**src/rtl/remote_alarm_switch_config_pkg.sv**
```systemverilog
// constants and types for the switch-bank configuration and indicator block
package remote_alarm_switch_config_pkg;

  localparam int ADDR_W = 4;
  localparam int DATA_W = 16;

  // register indices
  localparam logic [3:0] CTRL_OFS = 4'h0;
  localparam logic [3:0] STATUS_OFS = 4'h1;
  localparam logic [3:0] MASK_OFS = 4'h2;
  localparam logic [3:0] CONFIG_OFS = 4'h3;
  localparam logic [3:0] PRINT_OFS = 4'h4;

  // control register fields
  localparam int CTRL_MAIL_BIT = 0;
  localparam int CTRL_LOGIN_BIT = 1;
  localparam int CTRL_FAULT_BIT = 2;
  localparam int CTRL_MAIL_MODE_BIT = 3;
  localparam int CTRL_SOFT_RESET_BIT = 4;
  localparam int CTRL_DISTRESS_MSG_BIT = 5;
  localparam int CTRL_RELAY_CLEAR_BIT = 6;
  localparam logic [3:0] CTRL_RESET = 4'h0;

  // status / mask fields
  localparam int STAT_W = 4;
  localparam int STAT_PAPER_BIT = 0;
  localparam int STAT_DISTRESS_BIT = 1;
  localparam int STAT_WRAP_BIT = 2;
  localparam int STAT_SAMPLED_BIT = 3;
  localparam logic [3:0] STAT_RESET = 4'h0;
  localparam logic [3:0] MASK_RESET = 4'h0;

  // switch decode
  localparam logic [2:0] LOCAL_PRINTER_CODE = 3'h7;
  localparam logic [6:0] WIDTH_NARROW = 7'h28;
  localparam logic [6:0] WIDTH_WIDE = 7'h50;
  localparam logic [7:0] LINE_FEED_CHAR = 8'h0A;
  localparam logic [7:0] SWITCH_RESET = 8'h00;

  // cycles after reset release before the synchronised bank is trusted
  localparam logic [1:0] SETTLE_CYCLES = 2'h3;

  // switch bank, bit 0 is position 1
  typedef struct packed {
    logic width_40;
    logic dot_high;
    logic nmea_port;
    logic sounder_timeout;
    logic reverse;
    logic [2:0] addr_code;
  } switch_cfg_t;

  typedef enum logic [1:0] {
    ST_SETTLE = 2'b00,
    ST_SAMPLE = 2'b01,
    ST_RUN = 2'b11
  } load_state_t;

endpackage

```
**src/rtl/sync2.sv**
```systemverilog
// two flip-flop synchroniser for a group of independent levels
`timescale 1ns/10ps
`default_nettype none
module sync2 #(
  parameter int WIDTH = 1
) (
  input wire logic clk_sys_in,
  input wire logic nrst_in,
  input wire logic [WIDTH-1:0] d_in,
  output logic [WIDTH-1:0] q_out
);

  logic [WIDTH-1:0] meta_reg;
  logic [WIDTH-1:0] q_reg;

  always_ff @(posedge clk_sys_in or negedge nrst_in) begin
    if (!nrst_in) begin
      meta_reg <= '0;
      q_reg <= '0;
    end else begin
      meta_reg <= d_in;
      q_reg <= meta_reg;
    end
  end

  assign q_out = q_reg;

endmodule
`default_nettype wire

```
**src/rtl/remote_alarm_switch_config.sv**
```systemverilog
// switch-bank configuration loader and indicator logic of the alarm/printer unit
// How it works
// - node address from switches 1-3, off,off,off is 1 up to 8.
// - decoded address 8 selects the local-printer role.
// - every other address selects the remote-alarm role.
// - switches read only at reset or soft reset, later changes ignored.
// - print line width 40 or 80 characters, lines wrap at that width.
// - paper-low indication follows the built-in paper sensor.
// - incoming-mail and login-status indications shown to the user.
// - remote power-on honoured only when the option jumper enables it.
// - in mail mode the unit-fault indicator shows mail, fault is lost.
// - enabled alarm relay fires on distress alert and distress message.
//
// Added by the designer: the register offsets and the plain strobed port.
`timescale 1ns/10ps
`default_nettype none
module remote_alarm_switch_config
  import remote_alarm_switch_config_pkg::*;
(
  input wire logic clk_sys_in,
  input wire logic nrst_in,
  input wire logic [ADDR_W-1:0] addr_in,
  input wire logic [DATA_W-1:0] wr_data_in,
  input wire logic wr_in,
  input wire logic rd_in,
  output logic [DATA_W-1:0] rd_data_out,
  output logic irq_out,
  input wire logic [7:0] switch_bank_in,
  input wire logic paper_sensor_low_in,
  input wire logic remote_turn_on_in,
  input wire logic remote_on_enable_opt_in,
  input wire logic alarm_relay_enable_option_in,
  input wire logic distress_button_in,
  output logic config_valid_out,
  output logic [3:0] node_addr_out,
  output logic local_printer_out,
  output logic remote_alarm_out,
  output logic print_reverse_out,
  output logic sounder_timeout_out,
  output logic nmea_port_out,
  output logic dot_energy_high_out,
  output logic width_40_out,
  output logic [7:0] print_char_out,
  output logic print_valid_out,
  output logic line_wrap_out,
  output logic paper_low_out,
  output logic mail_ind_out,
  output logic login_ind_out,
  output logic unit_fault_indicator_out,
  output logic power_on_out,
  output logic alarm_relay_out
);

  // synchronised pins
  logic [7:0] switch_sync;
  logic [4:0] pins_sync;
  logic paper_low_sync;
  logic turn_on_sync;
  logic turn_on_en_sync;
  logic relay_en_sync;
  logic button_sync;

  sync2 #(
    .WIDTH(8)
  ) u_switch_sync (
    .clk_sys_in(clk_sys_in),
    .nrst_in(nrst_in),
    .d_in(switch_bank_in),
    .q_out(switch_sync)
  );

  sync2 #(
    .WIDTH(5)
  ) u_pin_sync (
    .clk_sys_in(clk_sys_in),
    .nrst_in(nrst_in),
    .d_in({paper_sensor_low_in, remote_turn_on_in, remote_on_enable_opt_in,
           alarm_relay_enable_option_in, distress_button_in}),
    .q_out(pins_sync)
  );

  assign paper_low_sync = pins_sync[4];
  assign turn_on_sync = pins_sync[3];
  assign turn_on_en_sync = pins_sync[2];
  assign relay_en_sync = pins_sync[1];
  assign button_sync = pins_sync[0];

  // bus decode
  logic wr_ctrl;
  logic wr_mask;
  logic wr_print;
  logic rd_status;
  logic soft_reset;

  assign wr_ctrl = wr_in && (addr_in == CTRL_OFS);
  assign wr_mask = wr_in && (addr_in == MASK_OFS);
  assign wr_print = wr_in && (addr_in == PRINT_OFS);
  assign rd_status = rd_in && (addr_in == STATUS_OFS);
  assign soft_reset = wr_ctrl && wr_data_in[CTRL_SOFT_RESET_BIT];

  // load sequence
  load_state_t state_reg;
  load_state_t state_next;
  logic [1:0] settle_reg;
  switch_cfg_t cfg_reg;
  logic sample_now;

  always_comb begin
    state_next = state_reg;
    case (state_reg)
      ST_SETTLE: begin
        if (settle_reg == SETTLE_CYCLES) begin
          state_next = ST_SAMPLE;
        end
      end
      ST_SAMPLE: begin
        state_next = ST_RUN;
      end
      ST_RUN: begin
        state_next = ST_RUN;
      end
      default: begin
        state_next = ST_SETTLE;
      end
    endcase
    if (soft_reset) begin
      state_next = ST_SETTLE;
    end
  end

  assign sample_now = (state_reg == ST_SAMPLE);

  always_ff @(posedge clk_sys_in or negedge nrst_in) begin
    if (!nrst_in) begin
      state_reg <= ST_SETTLE;
    end else begin
      state_reg <= state_next;
    end
  end

  // wait for the synchroniser to carry real switch levels
  always_ff @(posedge clk_sys_in or negedge nrst_in) begin
    if (!nrst_in) begin
      settle_reg <= 2'h0;
    end else if (state_reg != ST_SETTLE || soft_reset) begin
      settle_reg <= 2'h0;
    end else if (settle_reg != SETTLE_CYCLES) begin
      settle_reg <= settle_reg + 2'h1;
    end
  end

  // the only load point: running changes never reach cfg_reg
  always_ff @(posedge clk_sys_in or negedge nrst_in) begin
    if (!nrst_in) begin
      cfg_reg <= switch_cfg_t'(SWITCH_RESET);
    end else if (sample_now) begin
      cfg_reg <= switch_cfg_t'(switch_sync);
    end
  end

  // decode from the held copy
  logic [3:0] node_addr;
  logic is_local;
  logic [6:0] line_width;

  // position 3 is the low address bit
  assign node_addr = {1'b0, cfg_reg.addr_code[0], cfg_reg.addr_code[1], cfg_reg.addr_code[2]} + 4'h1;
  assign is_local = (cfg_reg.addr_code == LOCAL_PRINTER_CODE);
  assign line_width = cfg_reg.width_40 ? WIDTH_NARROW : WIDTH_WIDE;

  always_ff @(posedge clk_sys_in or negedge nrst_in) begin
    if (!nrst_in) begin
      config_valid_out <= 1'b0;
    end else begin
      config_valid_out <= (state_next == ST_RUN);
    end
  end

  assign node_addr_out = node_addr;
  assign local_printer_out = is_local && config_valid_out;
  // the transceiver may still demote a local unit, that is its call
  assign remote_alarm_out = !is_local && config_valid_out;
  assign print_reverse_out = cfg_reg.reverse;
  assign sounder_timeout_out = cfg_reg.sounder_timeout;
  assign nmea_port_out = cfg_reg.nmea_port;
  assign dot_energy_high_out = cfg_reg.dot_high;
  assign width_40_out = cfg_reg.width_40;

  // control register
  logic [3:0] ctrl_reg;

  always_ff @(posedge clk_sys_in or negedge nrst_in) begin
    if (!nrst_in) begin
      ctrl_reg <= CTRL_RESET;
    end else if (wr_ctrl) begin
      ctrl_reg <= wr_data_in[3:0];
    end
  end

  // indicators
  assign mail_ind_out = ctrl_reg[CTRL_MAIL_BIT];
  assign login_ind_out = ctrl_reg[CTRL_LOGIN_BIT];
  // mail mode is set by software on the transceiver's command
  assign unit_fault_indicator_out = ctrl_reg[CTRL_MAIL_MODE_BIT] ?
                                    ctrl_reg[CTRL_MAIL_BIT] : ctrl_reg[CTRL_FAULT_BIT];
  assign paper_low_out = paper_low_sync;
  assign power_on_out = turn_on_sync && turn_on_en_sync;

  // printer column tracking, wraps at the configured width
  logic [6:0] column_reg;
  logic wrap_now;
  logic [7:0] print_char;

  assign print_char = wr_data_in[7:0];
  assign wrap_now = wr_print && config_valid_out && (print_char != LINE_FEED_CHAR) &&
                    (column_reg == line_width - 7'h1);

  always_ff @(posedge clk_sys_in or negedge nrst_in) begin
    if (!nrst_in) begin
      column_reg <= 7'h0;
    end else if (soft_reset || !config_valid_out) begin
      column_reg <= 7'h0;
    end else if (wr_print) begin
      if (print_char == LINE_FEED_CHAR || wrap_now) begin
        column_reg <= 7'h0;
      end else begin
        column_reg <= column_reg + 7'h1;
      end
    end
  end

  // characters before the load finishes are dropped
  always_ff @(posedge clk_sys_in or negedge nrst_in) begin
    if (!nrst_in) begin
      print_char_out <= 8'h00;
      print_valid_out <= 1'b0;
      line_wrap_out <= 1'b0;
    end else begin
      print_valid_out <= wr_print && config_valid_out;
      line_wrap_out <= wrap_now;
      if (wr_print) begin
        print_char_out <= print_char;
      end
    end
  end

  // distress relay
  logic button_d_reg;
  logic paper_d_reg;
  logic distress_event;
  logic distress_msg;

  always_ff @(posedge clk_sys_in or negedge nrst_in) begin
    if (!nrst_in) begin
      button_d_reg <= 1'b0;
      paper_d_reg <= 1'b0;
    end else begin
      button_d_reg <= button_sync;
      paper_d_reg <= paper_low_sync;
    end
  end

  assign distress_msg = wr_ctrl && wr_data_in[CTRL_DISTRESS_MSG_BIT];
  assign distress_event = (button_sync && !button_d_reg) || distress_msg;

  // a new alert beats a clear in the same cycle
  always_ff @(posedge clk_sys_in or negedge nrst_in) begin
    if (!nrst_in) begin
      alarm_relay_out <= 1'b0;
    end else if (distress_event && relay_en_sync) begin
      alarm_relay_out <= 1'b1;
    end else if (!relay_en_sync || (wr_ctrl && wr_data_in[CTRL_RELAY_CLEAR_BIT])) begin
      alarm_relay_out <= 1'b0;
    end
  end

  // sticky status, cleared by reading it
  logic [STAT_W-1:0] status_reg;
  logic [STAT_W-1:0] mask_reg;
  logic [STAT_W-1:0] status_set;

  assign status_set[STAT_PAPER_BIT] = paper_low_sync && !paper_d_reg;
  assign status_set[STAT_DISTRESS_BIT] = distress_event;
  assign status_set[STAT_WRAP_BIT] = wrap_now;
  assign status_set[STAT_SAMPLED_BIT] = sample_now;

  always_ff @(posedge clk_sys_in or negedge nrst_in) begin
    if (!nrst_in) begin
      status_reg <= STAT_RESET;
    end else if (rd_status) begin
      status_reg <= status_set;
    end else begin
      status_reg <= status_reg | status_set;
    end
  end

  always_ff @(posedge clk_sys_in or negedge nrst_in) begin
    if (!nrst_in) begin
      mask_reg <= MASK_RESET;
    end else if (wr_mask) begin
      mask_reg <= wr_data_in[STAT_W-1:0];
    end
  end

  assign irq_out = |(status_reg & mask_reg);

  // read mux, registered so data stand in the cycle after the strobe
  logic [DATA_W-1:0] rd_mux;

  always_comb begin
    rd_mux = '0;
    case (addr_in)
      CTRL_OFS: begin
        rd_mux = {12'h000, ctrl_reg};
      end
      STATUS_OFS: begin
        rd_mux = {12'h000, status_reg};
      end
      MASK_OFS: begin
        rd_mux = {12'h000, mask_reg};
      end
      CONFIG_OFS: begin
        rd_mux = {2'h0, config_valid_out, is_local, node_addr, cfg_reg};
      end
      PRINT_OFS: begin
        rd_mux = {9'h000, column_reg};
      end
      default: begin
        rd_mux = '0;
      end
    endcase
  end

  always_ff @(posedge clk_sys_in or negedge nrst_in) begin
    if (!nrst_in) begin
      rd_data_out <= '0;
    end else if (rd_in) begin
      rd_data_out <= rd_mux;
    end else begin
      rd_data_out <= '0;
    end
  end

endmodule
`default_nettype wire

```
**config.mk**
```make
export PLATFORM = sky130hd
export DESIGN_NAME = remote_alarm_switch_config
export DESIGN_NICKNAME = d
export VERILOG_FILES = /design/src/rtl/remote_alarm_switch_config_pkg.sv /design/src/rtl/sync2.sv /design/src/rtl/remote_alarm_switch_config.sv
export SDC_FILE = /design/constraint.sdc
export NUM_CORES = 1
export LEC_CHECK = 0
export BUFFER_PORTS_ARGS = -buffer_cell sky130_fd_sc_hd__buf_4
export CORE_UTILIZATION = 35
export CTS_CLUSTER_DIAMETER = 120
export DETAILED_ROUTE_END_ITERATION = 8
export HOLD_SLACK_MARGIN = 0.15
export PLACE_DENSITY = 0.58
export SLEW_MARGIN = 20
export SYNTH_ARGS = -nofsm -noshare
export SYNTH_HDL_FRONTEND = slang
export SYNTH_SLANG_ARGS = --single-unit
```
**constraint.sdc**
```tcl
create_clock -name clk_sys_in -period 1.4 [get_ports clk_sys_in]
set_input_delay 0.07 -clock clk_sys_in [delete_from_list [all_inputs] [get_ports clk_sys_in]]
set_output_delay 0.07 -clock clk_sys_in [all_outputs]
set_load 0.02 [all_outputs]
```
==> run metrics <==
status=finished with violations; failing checks=setup timing; CP max stage cell=dfrtp_2; max-cap viol count=0; Final Hold Violating Endpoints=0; chip width=99.02 µm; CTS sink cnt=84; Worst Path Max Fanout=4; NumNets Final=417; Seq cells post-synth=84; met2 usage=0.2690; port bufs=71; post-layout util=0.5286; IO Pins=82; ys flop type=dfrtp_1; first-pass GRT wire length=12,160 µm; synth top area cells=dfrtp_1 64%, mux2_2 8.5%, mux4_2 2.7%; routed len/inst=15.50 µm; hold path start=rd_in; reg2reg setup slack=-120 ps; minimum clock period=1516 ps; area leader, netlist=dfrtp_1; post-route cell area=4861 µm²; Inserted Diodes=0; Worst Path Required=1640 ps; Top reg by flops=rd_data_out; Crit path max-delay family=simple AND/OR/NAND/NOR gates; total length of routed wires=7640 µm; clk buf depth=2; core area=9196 µm²; syn_area_per_cell=13.67 µm²; gpl congestion=0.8415; RSZ-0062 raised after global routing=yes; TritonCTS clock tree=done; Num CTS Buffers=9; drt drc=0; Initial DRC Count=69; max-slew violations=0; H-tree lvl count=3; top-count cell post-synth=dfrtp_1; post-synth top area share=0.6381; Initial Util=0.3582; Die H=99.02 µm; reg-to-reg critical path endpoint=column_reg[3]; hold path cells=4; setup ws final=-115.6 ps; leak pwr=0.002273 µW; Post-Synthesis Cells=241; RR Startpoint=width_40_out; Worst Hold Endpoint=rd_data_out[6]; Layout Skew=6.886 ps; drt first pass iters=4; HP Class=in2reg; Netlist cell types=51; final setup fails=9; Final period util=1.083; top post-synthesis cells by count=84 x dfrtp_1, 25 x mux2_2, 18 x nor2_1, 11 x nand2_1, 10 x nor2b_1; clk root buf=clkbuf_8; Slew HR=0.6439; Post-DP Area=4275 µm²; post-route ant nets=0; Yosys warnings=0; Post-synth EDFFs=0; num rows=35; total gr overflow=0; CP Capture Type=flop; layout cell share with drive strength beyond 1=0.4764; grt met1 use=0.2138; worst skew pair latency=350 ps; slew at the pin with the worst max-slew slack=533.0 ps; Synth async-reset ratio=1.000; post-synthesis sequential area ratio=0.6381; Worst R2R Path Depth=4; Layout area overhead=47.55%; setup TNS=-514.3 ps; vias in the first global route=2,352; startpoint types=flop; Worst IR Drop VDD=713.9 µV; crit path buf inv count=0; routed vias/inst=4.880; WS Path Type=reg2reg; initial antenna violation count=0; DP Wirelength=5386 µm; Overall Global Routing Usage=0.1665; Worst-path clk slew=90 ps; via count=2,406; Layout Cells excl Fill=493; CP arrival=1750 ps; pwr dens=1448 nW/µm²; pre-CTS WS=-138.9 ps; fmax=659.8 MHz; largest net degree at the start of global routing=33; CP max stage delay=460 ps; CP Cell Sequence=nor4bb_4 > o2111ai_1 > nor4b_2 > a211o_1; full die area=9805 µm²; grt met3 use=0.03262; Post-Syn Area=3294 µm²; Largest register FFs=13; placed cell count=450; busiest layer in global routing=met2
==> report_power, final <==
| part | total, µW | switching (µW) | internal (µW) | leakage [µW] |
|---|---|---|---|---|
| Combinational | 2220 | 1060 | 1160 | 0.00115 |
| Sequential | 3060 | 298 | 2760 | 0.00103 |
| Clock | 1750 | 912 | 841 | 0.0000935 |
| Total | 7040 | 2270 | 4760 | 0.00227 |
==> metrics by stage <==
step | total power (µW) | hold slack (ps)
final | 7036 | 189.3
after global routing | 7401 | 195.7
after CTS | 7018 | 171.3
after detailed placement | 5070 | 59.88
after global placement | 5023 | 66.33
after floorplan | 4051 | -225.6
==> routing by layer <==
layer	share of wire	routed length, µm
met3	0.035	267
met4	0.024	187
met1	0.46	3524
met2	0.48	3660
met5	0	0
==> worst max-delay path by stage <==
| stage | startpoint | slack [ps] | end | cells past startpoint |
|---|---|---|---|---|
| 4_1_cts | column_reg[5] | -100 | column_reg[0] | 4 |
| 3_3_place_gp | wr_data_in[5] | -130 | status_reg[2] | 6 |
| 6_report | width_40_out | -120 | column_reg[3] | 4 |
| 3_5_place_dp | wr_data_in[5] | -140 | column_reg[3] | 5 |
| 2_1_floorplan | width_40_out | -30 | column_reg[0] | 4 |
| 5_1_grt | width_40_out | -150 | column_reg[3] | 4 |
==> timing repair <==
| action | in CTS | in global routing |
|---|---|---|
| setup buffers | 2 | 3 |
| pin swaps | 6 | 12 |
| setup endpoints to repair | 12 | 17 |
| resized for setup | 10 | 18 |
| hold endpoints to repair | 115 | 0 |
| hold buffers | 22 | 0 |
==> worst register-to-register path: cells and delay by family, from the launching register on <==
kind | cells | cell delay, ps
AND/OR/NAND/NOR | 2 | 540
flip-flops | 1 | 460
AO/OA/AOI/OAI | 2 | 410
==> cell families (layout without fill, tap and decap cells) <==
kind of cell	Yosys count	after routing	synth area share
compound gates	32	32	0.07369
xor+xnor	2	2	0.005318
fa+ha+maj	3	3	0.01140
buf+inv	16	156	0.02582
flops	84	84	0.6381
mux	30	30	0.1158
other cells	1	2	0.001138
simple gates	73	73	0.1288
==> final cells by class <==
type / count / area, µm²
multi-input combinational: 142 / 1261
clock inverter: 6 / 71.32
clock buffer: 10 / 127.6
inverter: 6 / 22.52
tap: 111 / 138.9
fill: 808 / 4335
sequential: 84 / 2107
timing repair buffer: 134 / 1132
==> cells in the final DEF, fill, tap and decap left out, types with 5 or more instances in the layout <==
| cell | count |
|---|---|
| buf_4 | 100 |
| dfrtp_1 | 80 |
| mux2_2 | 23 |
| dlygate4sd3_1 | 22 |
| nor2_1 | 17 |
| nand2_1 | 11 |
| nor2b_1 | 10 |
| clkbuf_8 | 9 |
| buf_6 | 9 |
| and2_1 | 5 |
| inv_1 | 5 |
Note: power is estimated with default switching activity, not from simulation.
